`config.mk`:
```
export PLATFORM = sky130hd
export DESIGN_NAME = lsd_top
export DESIGN_NICKNAME = d
export VERILOG_FILES = /design/src/lsd_pkg.sv /design/src/lsd_top.sv /design/src/lsd_clk_src.sv
export SDC_FILE = /design/constraint.sdc
export NUM_CORES = 2
export LEC_CHECK = 0
export BUFFER_PORTS_ARGS = -buffer_cell sky130_fd_sc_hd__buf_2
export CORE_UTILIZATION = 55
export DETAILED_ROUTE_END_ITERATION = 10
export MAX_ROUTING_LAYER = met4
export PLACE_DENSITY_LB_ADDON = 0.12
export SETUP_SLACK_MARGIN = 0.1
export SKIP_LAST_GASP = 1
export SLEW_MARGIN = 20
export SYNTH_ARGS = -nofsm -noshare
export SYNTH_HDL_FRONTEND = slang
export SYNTH_SLANG_ARGS = --single-unit
```
`constraint.sdc`:
```
create_clock -name clk -period 2.9 [get_ports clk]
set_clock_uncertainty 0.05 [all_clocks]
set_input_delay 0.145 -clock clk [delete_from_list [all_inputs] [get_ports clk]]
set_output_delay 0.145 -clock clk [all_outputs]
set_load 0.01 [all_outputs]
```
`src/lsd_pkg.sv`:
```
/*
  Shared constants and carrier types of the segment panel timing controller.
  Assumes a single 25 MHz clock with synchronous active-high reset.
*/
// How it works
// - Drives 8 backplane and 32 frontplane lines
// - Backplanes in the duty and all frontplanes swing symmetric, zero average voltage
// - Duty static, 1/2, 1/3, 1/4 or 1/8
// - Bias static, 1/2, 1/3 or 1/4 levels
// - Software sets phase length, hence frame rate
// - Pixel memory double buffered against tearing
// - Timing from crystal/16 or 8 MHz RC/8
// - Zero to 7 dead phases between frames
// - Optional frame-wise phase inversion mode
// - Blink 1, 2, 3, 4, 8 or all pixels
// - Blink rate 0.5, 1, 2 or 4 Hz
package lsd_pkg;
	localparam int NUM_BP = 8;                       // Backplane lines
	localparam int NUM_FP = 32;                      // Frontplane lines
	localparam int LVL_W  = 3;                       // Drive level code width
	// Source dividers, terminal counts
	localparam logic [3:0] XTAL_DIV_LAST = 4'hF;     // Crystal divided by 16
	localparam logic [3:0] RC_DIV_LAST   = 4'h7;     // RC divided by 8
	// Duty codes
	localparam logic [2:0] DUTY_STATIC = 3'h0;
	localparam logic [2:0] DUTY_1_2    = 3'h1;
	localparam logic [2:0] DUTY_1_3    = 3'h2;
	localparam logic [2:0] DUTY_1_4    = 3'h3;
	localparam logic [2:0] DUTY_1_8    = 3'h4;
	// Bias codes, top level is code plus one
	localparam logic [1:0] BIAS_STATIC = 2'h0;
	localparam logic [1:0] BIAS_1_2    = 2'h1;
	localparam logic [1:0] BIAS_1_3    = 2'h2;
	localparam logic [1:0] BIAS_1_4    = 2'h3;
	// Blink selections
	localparam logic [2:0] BLINK_OFF = 3'h0;
	localparam logic [2:0] BLINK_8   = 3'h5;
	localparam logic [2:0] BLINK_ALL = 3'h6;
	// Blink rate codes: 0 is 0.5 Hz up to 3 is 4 Hz
	localparam logic [1:0] RATE_4HZ = 2'h3;
	// Drive roles
	localparam logic [1:0] ROLE_BP_SEL   = 2'h0;
	localparam logic [1:0] ROLE_BP_UNSEL = 2'h1;
	localparam logic [1:0] ROLE_FP_ON    = 2'h2;
	localparam logic [1:0] ROLE_FP_OFF   = 2'h3;
	// Timing
	localparam int CLK_PERIOD_NS      = 40;
	localparam int BLINK_4HZ_HALF_NS  = 125_000_000;
	localparam int BLINK_4HZ_HALF_CYC = BLINK_4HZ_HALF_NS / CLK_PERIOD_NS;
	localparam int BLINK_W            = 25;

	// Configuration carried from software
	typedef struct packed {
		logic        en;          // Run display
		logic        src_sel;     // 0 crystal, 1 RC
		logic [2:0]  duty;
		logic [1:0]  bias;
		logic        invert;      // Frame-wise inversion
		logic [2:0]  dead;        // Dead phases per frame
		logic [15:0] phase_len;   // Source ticks per half phase, minus one
		logic [2:0]  blink_mode;
		logic [1:0]  blink_rate;
	} lsd_cfg_s;

	// Pixel write port, one backplane row per write
	typedef struct packed {
		logic        en;
		logic [2:0]  row;
		logic [31:0] data;
	} lsd_wr_s;

	typedef enum logic [2:0] {
		ST_IDLE  = 3'b001,
		ST_DRIVE = 3'b010,
		ST_DEAD  = 3'b100
	} lsd_state_e;

	// Controller state
	typedef struct packed {
		lsd_state_e                  state;
		lsd_cfg_s                    cfg;          // Frame-latched setup
		logic [15:0]                 pre;          // Half-phase prescaler
		logic                        half;
		logic [2:0]                  phase;
		logic [2:0]                  dead;
		logic                        fpol;         // Frame polarity
		logic [7:0][31:0]            shadow;       // Software side
		logic [7:0][31:0]            active;       // Displayed side
		logic                        upd_pend;
		logic                        upd_done;
		logic [BLINK_W-1:0]          blink_cnt;
		logic                        blink_on;
		logic                        blink_frame;  // Blink phase of frame
		logic                        frame_mark;
		logic [7:0][LVL_W-1:0]       bp_lvl;
		logic [31:0][LVL_W-1:0]      fp_lvl;
	} lsd_state_s;

	// Clock source stage state
	typedef struct packed {
		logic [2:0] xs;    // Crystal sync chain plus edge stage
		logic [2:0] rs;    // RC sync chain plus edge stage
		logic [3:0] div;
		logic       tick;
	} lsd_src_s;
endpackage

```
`src/lsd_top.sv`:
```
/*
  Segment panel timing and waveform controller with double-buffered pixels.
  Assumes config, write and request ports come from logic on clk;
  source clocks come from pins and are synchronised in the source stage.
*/
`timescale 1ns/1ps
module lsd_top #(
	parameter int BLINK_HALF_CYC = lsd_pkg::BLINK_4HZ_HALF_CYC
) (
	// Clock and reset
	input  wire logic                    clk,
	input  wire logic                    srst,
	// Source clock pins
	input  wire logic                    ext_xtal_clk,
	input  wire logic                    int_rc_clk_8m,
	// Software setup and pixel writes
	input  wire lsd_pkg::lsd_cfg_s       cfg,
	input  wire lsd_pkg::lsd_wr_s        wr,
	input  wire logic                    upd_req,
	input  wire logic                    upd_done_clr,
	// Status
	output logic                         update_done,
	output logic                         frame_mark,
	output logic                         running,
	// Panel level codes
	output logic [7:0][2:0]              bp_level,
	output logic [31:0][2:0]             fp_level
);
	lsd_pkg::lsd_state_s  q;          // Registered state
	lsd_pkg::lsd_state_s  d;          // Next state
	logic                 tick;       // Divided source tick
	logic                 fb;         // Frame boundary this cycle
	logic                 pol;        // Current drive polarity
	logic [24:0]          blink_lim;  // Blink half period minus one
	logic                 run_q;
	// Local names for the state codes
	localparam lsd_pkg::lsd_state_e ST_IDLE  = lsd_pkg::ST_IDLE;
	localparam lsd_pkg::lsd_state_e ST_DRIVE = lsd_pkg::ST_DRIVE;
	localparam lsd_pkg::lsd_state_e ST_DEAD  = lsd_pkg::ST_DEAD;

	// Phases per frame for a duty code
	function automatic logic [3:0] nph(input logic [2:0] duty);
		unique case (duty)
			lsd_pkg::DUTY_STATIC: nph = 4'h1;
			lsd_pkg::DUTY_1_2:    nph = 4'h2;
			lsd_pkg::DUTY_1_3:    nph = 4'h3;
			lsd_pkg::DUTY_1_4:    nph = 4'h4;
			default:              nph = 4'h8;
		endcase
	endfunction

	// Level code for a line role, mirrored by polarity
	function automatic logic [2:0] lvl(input logic [1:0] role, input logic p, input logic [1:0] bias);
		logic [2:0] vm;
		vm = {1'b0, bias} + 3'h1;
		unique case (role)
			lsd_pkg::ROLE_BP_SEL:   lvl = p ? vm : 3'h0;
			lsd_pkg::ROLE_BP_UNSEL: lvl = p ? 3'h1 : vm - 3'h1;
			lsd_pkg::ROLE_FP_ON:    lvl = p ? 3'h0 : vm;
			lsd_pkg::ROLE_FP_OFF: begin
				if (bias == lsd_pkg::BIAS_1_4) begin
					lvl = 3'h2;
				end else if (bias == lsd_pkg::BIAS_1_3) begin
					lvl = p ? 3'h2 : 3'h1;
				end else if (bias == lsd_pkg::BIAS_1_2) begin
					lvl = 3'h1;
				end else begin
					lvl = p ? vm : 3'h0;
				end
			end
		endcase
	endfunction

	// Whether a pixel belongs to the blink group
	function automatic logic blinked(input logic [2:0] mode, input logic [2:0] ph, input logic fp0);
		logic [3:0] n;
		n = (mode == lsd_pkg::BLINK_8) ? 4'h8 : {1'b0, mode};
		blinked = (mode == lsd_pkg::BLINK_ALL) ||
			(fp0 && mode != lsd_pkg::BLINK_OFF && {1'b0, ph} < n);
	endfunction

	// Divided source clock
	lsd_clk_src u_src (
		.clk           (clk),
		.srst          (srst),
		.ext_xtal_clk  (ext_xtal_clk),
		.int_rc_clk_8m (int_rc_clk_8m),
		.src_sel       (cfg.src_sel),
		.tick          (tick)
	);

	// Normal mode flips inside each phase, inversion mode per frame
	assign pol = q.cfg.invert ? q.fpol : q.half;
	assign blink_lim = 25'(BLINK_HALF_CYC << (lsd_pkg::RATE_4HZ - cfg.blink_rate)) - 25'h1;

	// Next-state logic
	always_comb begin
		d = q;
		fb = 1'b0;
		d.frame_mark = 1'b0;
		// Software side of the pixel memory
		if (wr.en) begin
			d.shadow[wr.row] = wr.data;
		end
		if (upd_req) begin
			d.upd_pend = 1'b1;
		end
		if (upd_done_clr) begin
			d.upd_done = 1'b0;
		end
		// Blink timebase, free running
		if (q.blink_cnt >= blink_lim) begin
			d.blink_cnt = '0;
			d.blink_on = ~q.blink_on;
		end else begin
			d.blink_cnt = q.blink_cnt + 25'h1;
		end
		// Phase sequencer
		unique case (q.state)
			ST_IDLE: begin
				fb = cfg.en;
			end
			ST_DRIVE: if (tick) begin
				if (q.pre != q.cfg.phase_len) begin
					d.pre = q.pre + 16'h1;
				end else begin
					d.pre = '0;
					d.half = ~q.half;
					if (q.half) begin
						// Last phase of the frame
						if ({1'b0, q.phase} == nph(q.cfg.duty) - 4'h1) begin
							if (q.cfg.dead != 3'h0) begin
								d.state = ST_DEAD;
								d.dead = 3'h0;
							end else begin
								fb = 1'b1;
							end
						end else begin
							d.phase = q.phase + 3'h1;
						end
					end
				end
			end
			ST_DEAD: if (tick) begin
				if (q.pre != q.cfg.phase_len) begin
					d.pre = q.pre + 16'h1;
				end else begin
					d.pre = '0;
					d.half = ~q.half;
					if (q.half) begin
						// Dead periods last whole phases
						if (q.dead == q.cfg.dead - 3'h1) begin
							fb = 1'b1;
						end else begin
							d.dead = q.dead + 3'h1;
						end
					end
				end
			end
		endcase
		// Frame boundary: new setup, swap, polarity
		if (fb) begin
			d.state = cfg.en ? ST_DRIVE : ST_IDLE;
			d.cfg = cfg;
			d.phase = 3'h0;
			d.half = 1'b0;
			d.pre = '0;
			d.fpol = ~q.fpol;
			// Inverted frame pairs share one blink state, else blinking leaves DC
			if (!cfg.invert || q.fpol) begin
				d.blink_frame = q.blink_on;
			end
			d.frame_mark = 1'b1;
			if (q.upd_pend) begin
				d.active = q.shadow;
				d.upd_pend = upd_req;
				d.upd_done = 1'b1;
			end
		end
		// Line levels from current state
		for (int b = 0; b < lsd_pkg::NUM_BP; b++) begin
			if (q.state == ST_DRIVE && b < int'(nph(q.cfg.duty))) begin
				d.bp_lvl[b] = lvl((b == int'(q.phase)) ? lsd_pkg::ROLE_BP_SEL : lsd_pkg::ROLE_BP_UNSEL,
					pol, q.cfg.bias);
			end else begin
				d.bp_lvl[b] = 3'h0;
			end
		end
		for (int f = 0; f < lsd_pkg::NUM_FP; f++) begin
			if (q.state == ST_DRIVE) begin
				d.fp_lvl[f] = lvl((q.active[q.phase][f] &&
					!(q.blink_frame && blinked(q.cfg.blink_mode, q.phase, f == 0))) ?
					lsd_pkg::ROLE_FP_ON : lsd_pkg::ROLE_FP_OFF, pol, q.cfg.bias);
			end else begin
				d.fp_lvl[f] = 3'h0;
			end
		end
	end

	// State register
	always_ff @(posedge clk) begin
		if (srst) begin
			q <= '0;
			q.state <= ST_IDLE;
			run_q <= 1'b0;
		end else begin
			q <= d;
			run_q <= (d.state != ST_IDLE);
		end
	end

	// Outputs straight from flops
	assign update_done = q.upd_done;
	assign frame_mark = q.frame_mark;
	assign running = run_q;
	assign bp_level = q.bp_lvl;
	assign fp_level = q.fp_lvl;

	a_bp_unused: assert property (@(posedge clk) disable iff (srst)
		(q.state == ST_DRIVE && q.cfg.duty == lsd_pkg::DUTY_1_4) |=> bp_level[7] == 3'h0)
		else $error("unused backplane driven");
	a_bp_select: assert property (@(posedge clk) disable iff (srst)
		(q.state == ST_DRIVE && $stable(q.state)) |=>
			bp_level[$past(q.phase)] == $past(lvl(lsd_pkg::ROLE_BP_SEL, pol, q.cfg.bias)))
		else $error("selected backplane level wrong");
	a_phase_bound: assert property (@(posedge clk) disable iff (srst)
		q.state == ST_DRIVE |-> {1'b0, q.phase} < nph(q.cfg.duty))
		else $error("phase beyond duty");
	a_level_cap: assert property (@(posedge clk) disable iff (srst)
		q.state == ST_DRIVE |=> bp_level[0] <= {1'b0, $past(q.cfg.bias)} + 3'h1)
		else $error("level above bias range");
	a_pre_bound: assert property (@(posedge clk) disable iff (srst)
		q.state != ST_IDLE |-> q.pre <= q.cfg.phase_len)
		else $error("prescaler overran");
	a_swap_edge: assert property (@(posedge clk) disable iff (srst)
		$changed(q.active) |-> q.frame_mark)
		else $error("active buffer changed mid frame");
	a_dead_zero: assert property (@(posedge clk) disable iff (srst)
		q.state == ST_DEAD |=> (fp_level == '0 && bp_level == '0))
		else $error("dead time not blank");
	a_inv_steady: assert property (@(posedge clk) disable iff (srst)
		(q.state == ST_DRIVE && q.cfg.invert && !q.frame_mark && $past(q.state) == ST_DRIVE) |-> $stable(pol))
		else $error("inversion polarity moved in frame");
	a_blink_blank: assert property (@(posedge clk) disable iff (srst)
		(q.state == ST_DRIVE && q.blink_frame && q.cfg.blink_mode == lsd_pkg::BLINK_ALL) |=>
			fp_level[0] == $past(lvl(lsd_pkg::ROLE_FP_OFF, pol, q.cfg.bias)))
		else $error("blinking pixel not blanked");
	a_done_cause: assert property (@(posedge clk) disable iff (srst)
		$rose(q.upd_done) |-> (q.frame_mark && $past(q.upd_pend)))
		else $error("update flagged without swap");
	a_done_sticky: assert property (@(posedge clk) disable iff (srst)
		(q.upd_done && !upd_done_clr) |=> q.upd_done)
		else $error("update flag lost");
endmodule

```
`src/lsd_clk_src.sv`:
```
/*
  Source clock selection and division into single-cycle ticks.
  Assumes both source clocks are well below half of clk.
*/
`timescale 1ns/1ps
module lsd_clk_src (
	// Clock and reset
	input  wire logic clk,
	input  wire logic srst,
	// Source pins
	input  wire logic ext_xtal_clk,
	input  wire logic int_rc_clk_8m,
	input  wire logic src_sel,
	// Tick out
	output logic      tick
);
	lsd_pkg::lsd_src_s q;  // Registered state
	lsd_pkg::lsd_src_s d;  // Next state
	logic              edge_seen;
	logic [3:0]        last;

	// Sync, edge detect on second stage only, divide
	always_comb begin
		d = q;
		d.xs = {q.xs[1:0], ext_xtal_clk};
		d.rs = {q.rs[1:0], int_rc_clk_8m};
		d.tick = 1'b0;
		edge_seen = src_sel ? (q.rs[1] & ~q.rs[2]) : (q.xs[1] & ~q.xs[2]);
		last = src_sel ? lsd_pkg::RC_DIV_LAST : lsd_pkg::XTAL_DIV_LAST;
		if (edge_seen) begin
			// Terminal count gives one tick
			if (q.div >= last) begin
				d.div = 4'h0;
				d.tick = 1'b1;
			end else begin
				d.div = q.div + 4'h1;
			end
		end
	end

	// State register
	always_ff @(posedge clk) begin
		if (srst) begin
			q <= '0;
		end else begin
			q <= d;
		end
	end

	assign tick = q.tick;

	// Ticks are spaced by more than eight clk cycles
	a_tick_spacing: assert property (@(posedge clk) disable iff (srst)
		q.tick |=> !q.tick [*8])
		else $error("source ticks too close");
endmodule

```
==> results.json <==
{
  "grt_pass1_vias": 24446,
  "design_area_sq_um": 36600,
  "cp_max_fo": 47,
  "powerDensity_nw_per_um2": 603,
  "nFillCells": 4760,
  "gp_routability_congestion": 0.887,
  "grt_max_degree": 233,
  "min_from": "wr[33]",
  "syn_area_per_cell_sq_um": 8.91,
  "drt-total-wl_um": 87500,
  "cts_tree": "done",
  "synth_flop_cell": "dfxtp_1",
  "ys_warn_count": 0,
  "dieWidth_um": 243,
  "drv_cap": 0,
  "antenna_found_initial": 1,
  "initial_core_util_pct": 55.6,
  "critPathRequiredTime_ns": 3.35,
  "timing.rr.start": "q[713]",
  "htree_levels": 3,
  "ant_nets": 0,
  "end_kind": "flip-flop",
  "ys_top_cells_by_area": "dfxtp_1 (46%), nand2_1 (7.4%), o21a_1 (6.1%)",
  "arrival_ns": 3.22,
  "via_per_inst": 5.75,
  "synth_cell_types": 61,
  "clk_latency_ns": 0.62,
  "syn_inst": 3597,
  "place_area_sq_um": 32800,
  "port_buffers": 196,
  "overflow": 0,
  "dieArea_sq_um": 59200,
  "seq_area_frac_synth_pct": 45.5,
  "grt_pass1_wl_um": 136000,
  "synth_area_leader_cell": "dfxtp_1",
  "nets": 3726,
  "wl_per_cell_um": 19.7,
  "hold_depth": 5,
  "layout-drive-gt1-share_pct": 14.6,
  "power.total_uw": 22100,
  "cts-root-buf": "clkbuf_16",
  "synth_seq_cells": 729,
  "fmax_mhz": 361,
  "synthToLayoutAreaGrowth_pct": 14.2,
  "cts_made_buffers": 76,
  "synth_edf_count": 0,
  "drc": 0,
  "ir_drop_mv": 0.463,
  "setup-tns-final_ns": 0,
  "clk_pin_slew_ns": 0.06,
  "finalSetupViolations": 0,
  "worstMarginPinSlew_ns": 1.29,
  "r2r_cells": 12,
  "utilization_pct": 63.6,
  "fp.coreArea_sq_um": 57600,
  "die_y_um": 243,
  "synth.most_common_cell": "dfxtp_1",
  "slew_viol_final": 0,
  "dr.first_iter.drc_count": 1933,
  "hpwl_um": 49800,
  "vias": 25529,
  "cts_max_path_buffers": 3,
  "r2r_end": "q[230]",
  "cellLeakagePower_uw": 0.0149,
  "finalCriticalPeriod_ns": 2.77,
  "min_to": "q[645]",
  "outcome": "complete, no violations",
  "fin_crit_sh_pct": 95.5,
  "rsz0062_at_grt": "true",
  "gr-usage-all-layers_pct": 29.9,
  "cp-start-kind": "flip-flop",
  "slew_headroom_pct": 14.1,
  "hold_class": "in -> reg",
  "first_pass_iters": 5,
  "synth_top_area_share_pct": 45.5,
  "ios": 197,
  "r2r_slack_ns": 0.13,
  "num_rows": 88,
  "async_flop_share_pct": 0,
  "yosys-top-cells-count": "dfxtp_1 (729), nand2_1 (632), a21oi_1 (320)",
  "numClockSinks": 729,
  "worst-setup-path-type": "reg -> reg",
  "netlist_area_sq_um": 32000,
  "hold_viol_final": 0
}
## worst max-delay path by stage
stage / startpoint / slack (ns) / end / cells after the start
3_5_place_dp: q[713] / 0.02 / q[279] / 10
4_1_cts: q[715] / 0.10 / q[316] / 13
2_1_floorplan: q[715] / 0.16 / q[182] / 12
6_report: q[713] / 0.13 / q[230] / 12
5_1_grt: q[713] / 0.05 / q[230] / 12
3_3_place_gp: q[713] / 0.02 / q[372] / 10
## cell families after synthesis
family          count (synthesis)  synth area share [%]
compound gates                893                  18.3
xor+xnor                       63                  1.72
fa+ha+maj                      40                  1.56
buf+inv                       468                  7.63
flops                         729                  45.5
mux                           158                  7.44
other cells                     1                0.0117
simple gates                 1245                  17.8
## cells in the final DEF (no fill, tap or decap), types with 4 or more instances in the layout
| cell type | Yosys | final |
|---|---|---|
| buf_8 | 0 | 4 |
| nor3_1 | 25 | 22 |
| a21boi_0 | 58 | 58 |
| inv_1 | 22 | 22 |
| dfxtp_1 | 729 | 722 |
| a211oi_1 | 5 | 5 |
| clkinv_2 | 0 | 4 |
| a21oi_1 | 320 | 319 |
| xnor2_1 | 23 | 22 |
| a21boi_1 | 200 | 200 |
| o21ai_0 | 19 | 18 |
| nand3_1 | 34 | 34 |
| or2_2 | 6 | 5 |
| nor2b_1 | 12 | 12 |
| buf_2 | 46 | 195 |
| nand2_1 | 632 | 632 |
| mux4_2 | 64 | 64 |
| mux2i_1 | 93 | 93 |
| clkbuf_1 | 203 | 17 |
| buf_4 | 134 | 70 |
| dfxtp_4 | 0 | 5 |
| nor4_1 | 6 | 5 |
| clkbuf_8 | 0 | 23 |
| bufinv_16 | 0 | 8 |
| nand4_1 | 12 | 12 |
| or3_1 | 7 | 6 |
| nor2_2 | 0 | 8 |
| a31oi_1 | 9 | 9 |
| xor2_1 | 40 | 37 |
| buf_16 | 0 | 7 |
| ha_1 | 40 | 39 |
| buf_6 | 12 | 5 |
| clkbuf_16 | 0 | 83 |
| o21a_1 | 260 | 260 |
| nor2_1 | 184 | 176 |
| and3_1 | 265 | 265 |
| dlygate4sd3_1 | 0 | 70 |
| nand2b_1 | 12 | 11 |
| and2_1 | 37 | 37 |
| buf_12 | 0 | 24 |
## where the power goes
part           internal [uW]  leakage [uW]  switching, uW
sequential             10200       0.00589           97.7
clock                   6310       0.00131           4050
combinational            520       0.00765            947
total                  17000        0.0149           5090
## layer usage
layer / GRT usage [%] / routed length (um) / vias up
met5: - / 0 / -
met4: 9.40 / 2110 / 0
met3: 4.17 / 5920 / 151
met2: 46.8 / 40400 / 827
met1: 39.9 / 39100 / 12398
li1: - / - / 12153
## through the flow
stage	setup WS (ns)	hold WS (ns)	instances
final	0.131	0.0709	4436
after global routing	0.0517	0.0964	4436
after CTS	0.101	0.0439	4430
after detailed placement	0.0175	0.311	4218
after global placement	0.0234	0.309	4218
after floorplan	0.165	0.192	3598
## registers in the layout (all words and copies together) (netlist names)
register,count
u_src.d,4
u_src.tick,1
running,1
q,595
update_done,1
frame_mark,1
fp_level,96
bp_level,24
u_src.q,6
## critical path, stage by stage (launching register included)
cell      delay (ns)
dfxtp_4         0.37
xor2_2          0.18
nand2b_4        0.07
ha_4            0.16
xor2_2          0.15
xnor2_2         0.16
o32a_1          0.38
o31ai_4         0.22
buf_12          0.18
buf_12          0.18
buf_12          0.23
a21boi_1        0.11
o21a_1          0.18
## layout make-up
cell class,instances,area (sq um),area share (%)
clock buffers,119,2360,6.44
multi-input cells,2401,15100,41.3
inverters,24,95.1,0.260
flip-flops and latches,729,14600,39.9
repair buffers,380,3120,8.54
well taps,765,957,2.62
diodes,1,2.50,0.00684
clock inverters,17,322,0.879
## repair_timing
action                                 4_1_cts  5_1_grt
gates cloned                                 4        4
setup endpoints to repair                  146      248
endpoints found under the hold margin      296        0
buffers inserted                             2        2
gates resized for setup                     23       15
pin swaps                                    3        6
hold buffers                                70        0
Power figures use the tool's default switching activity.
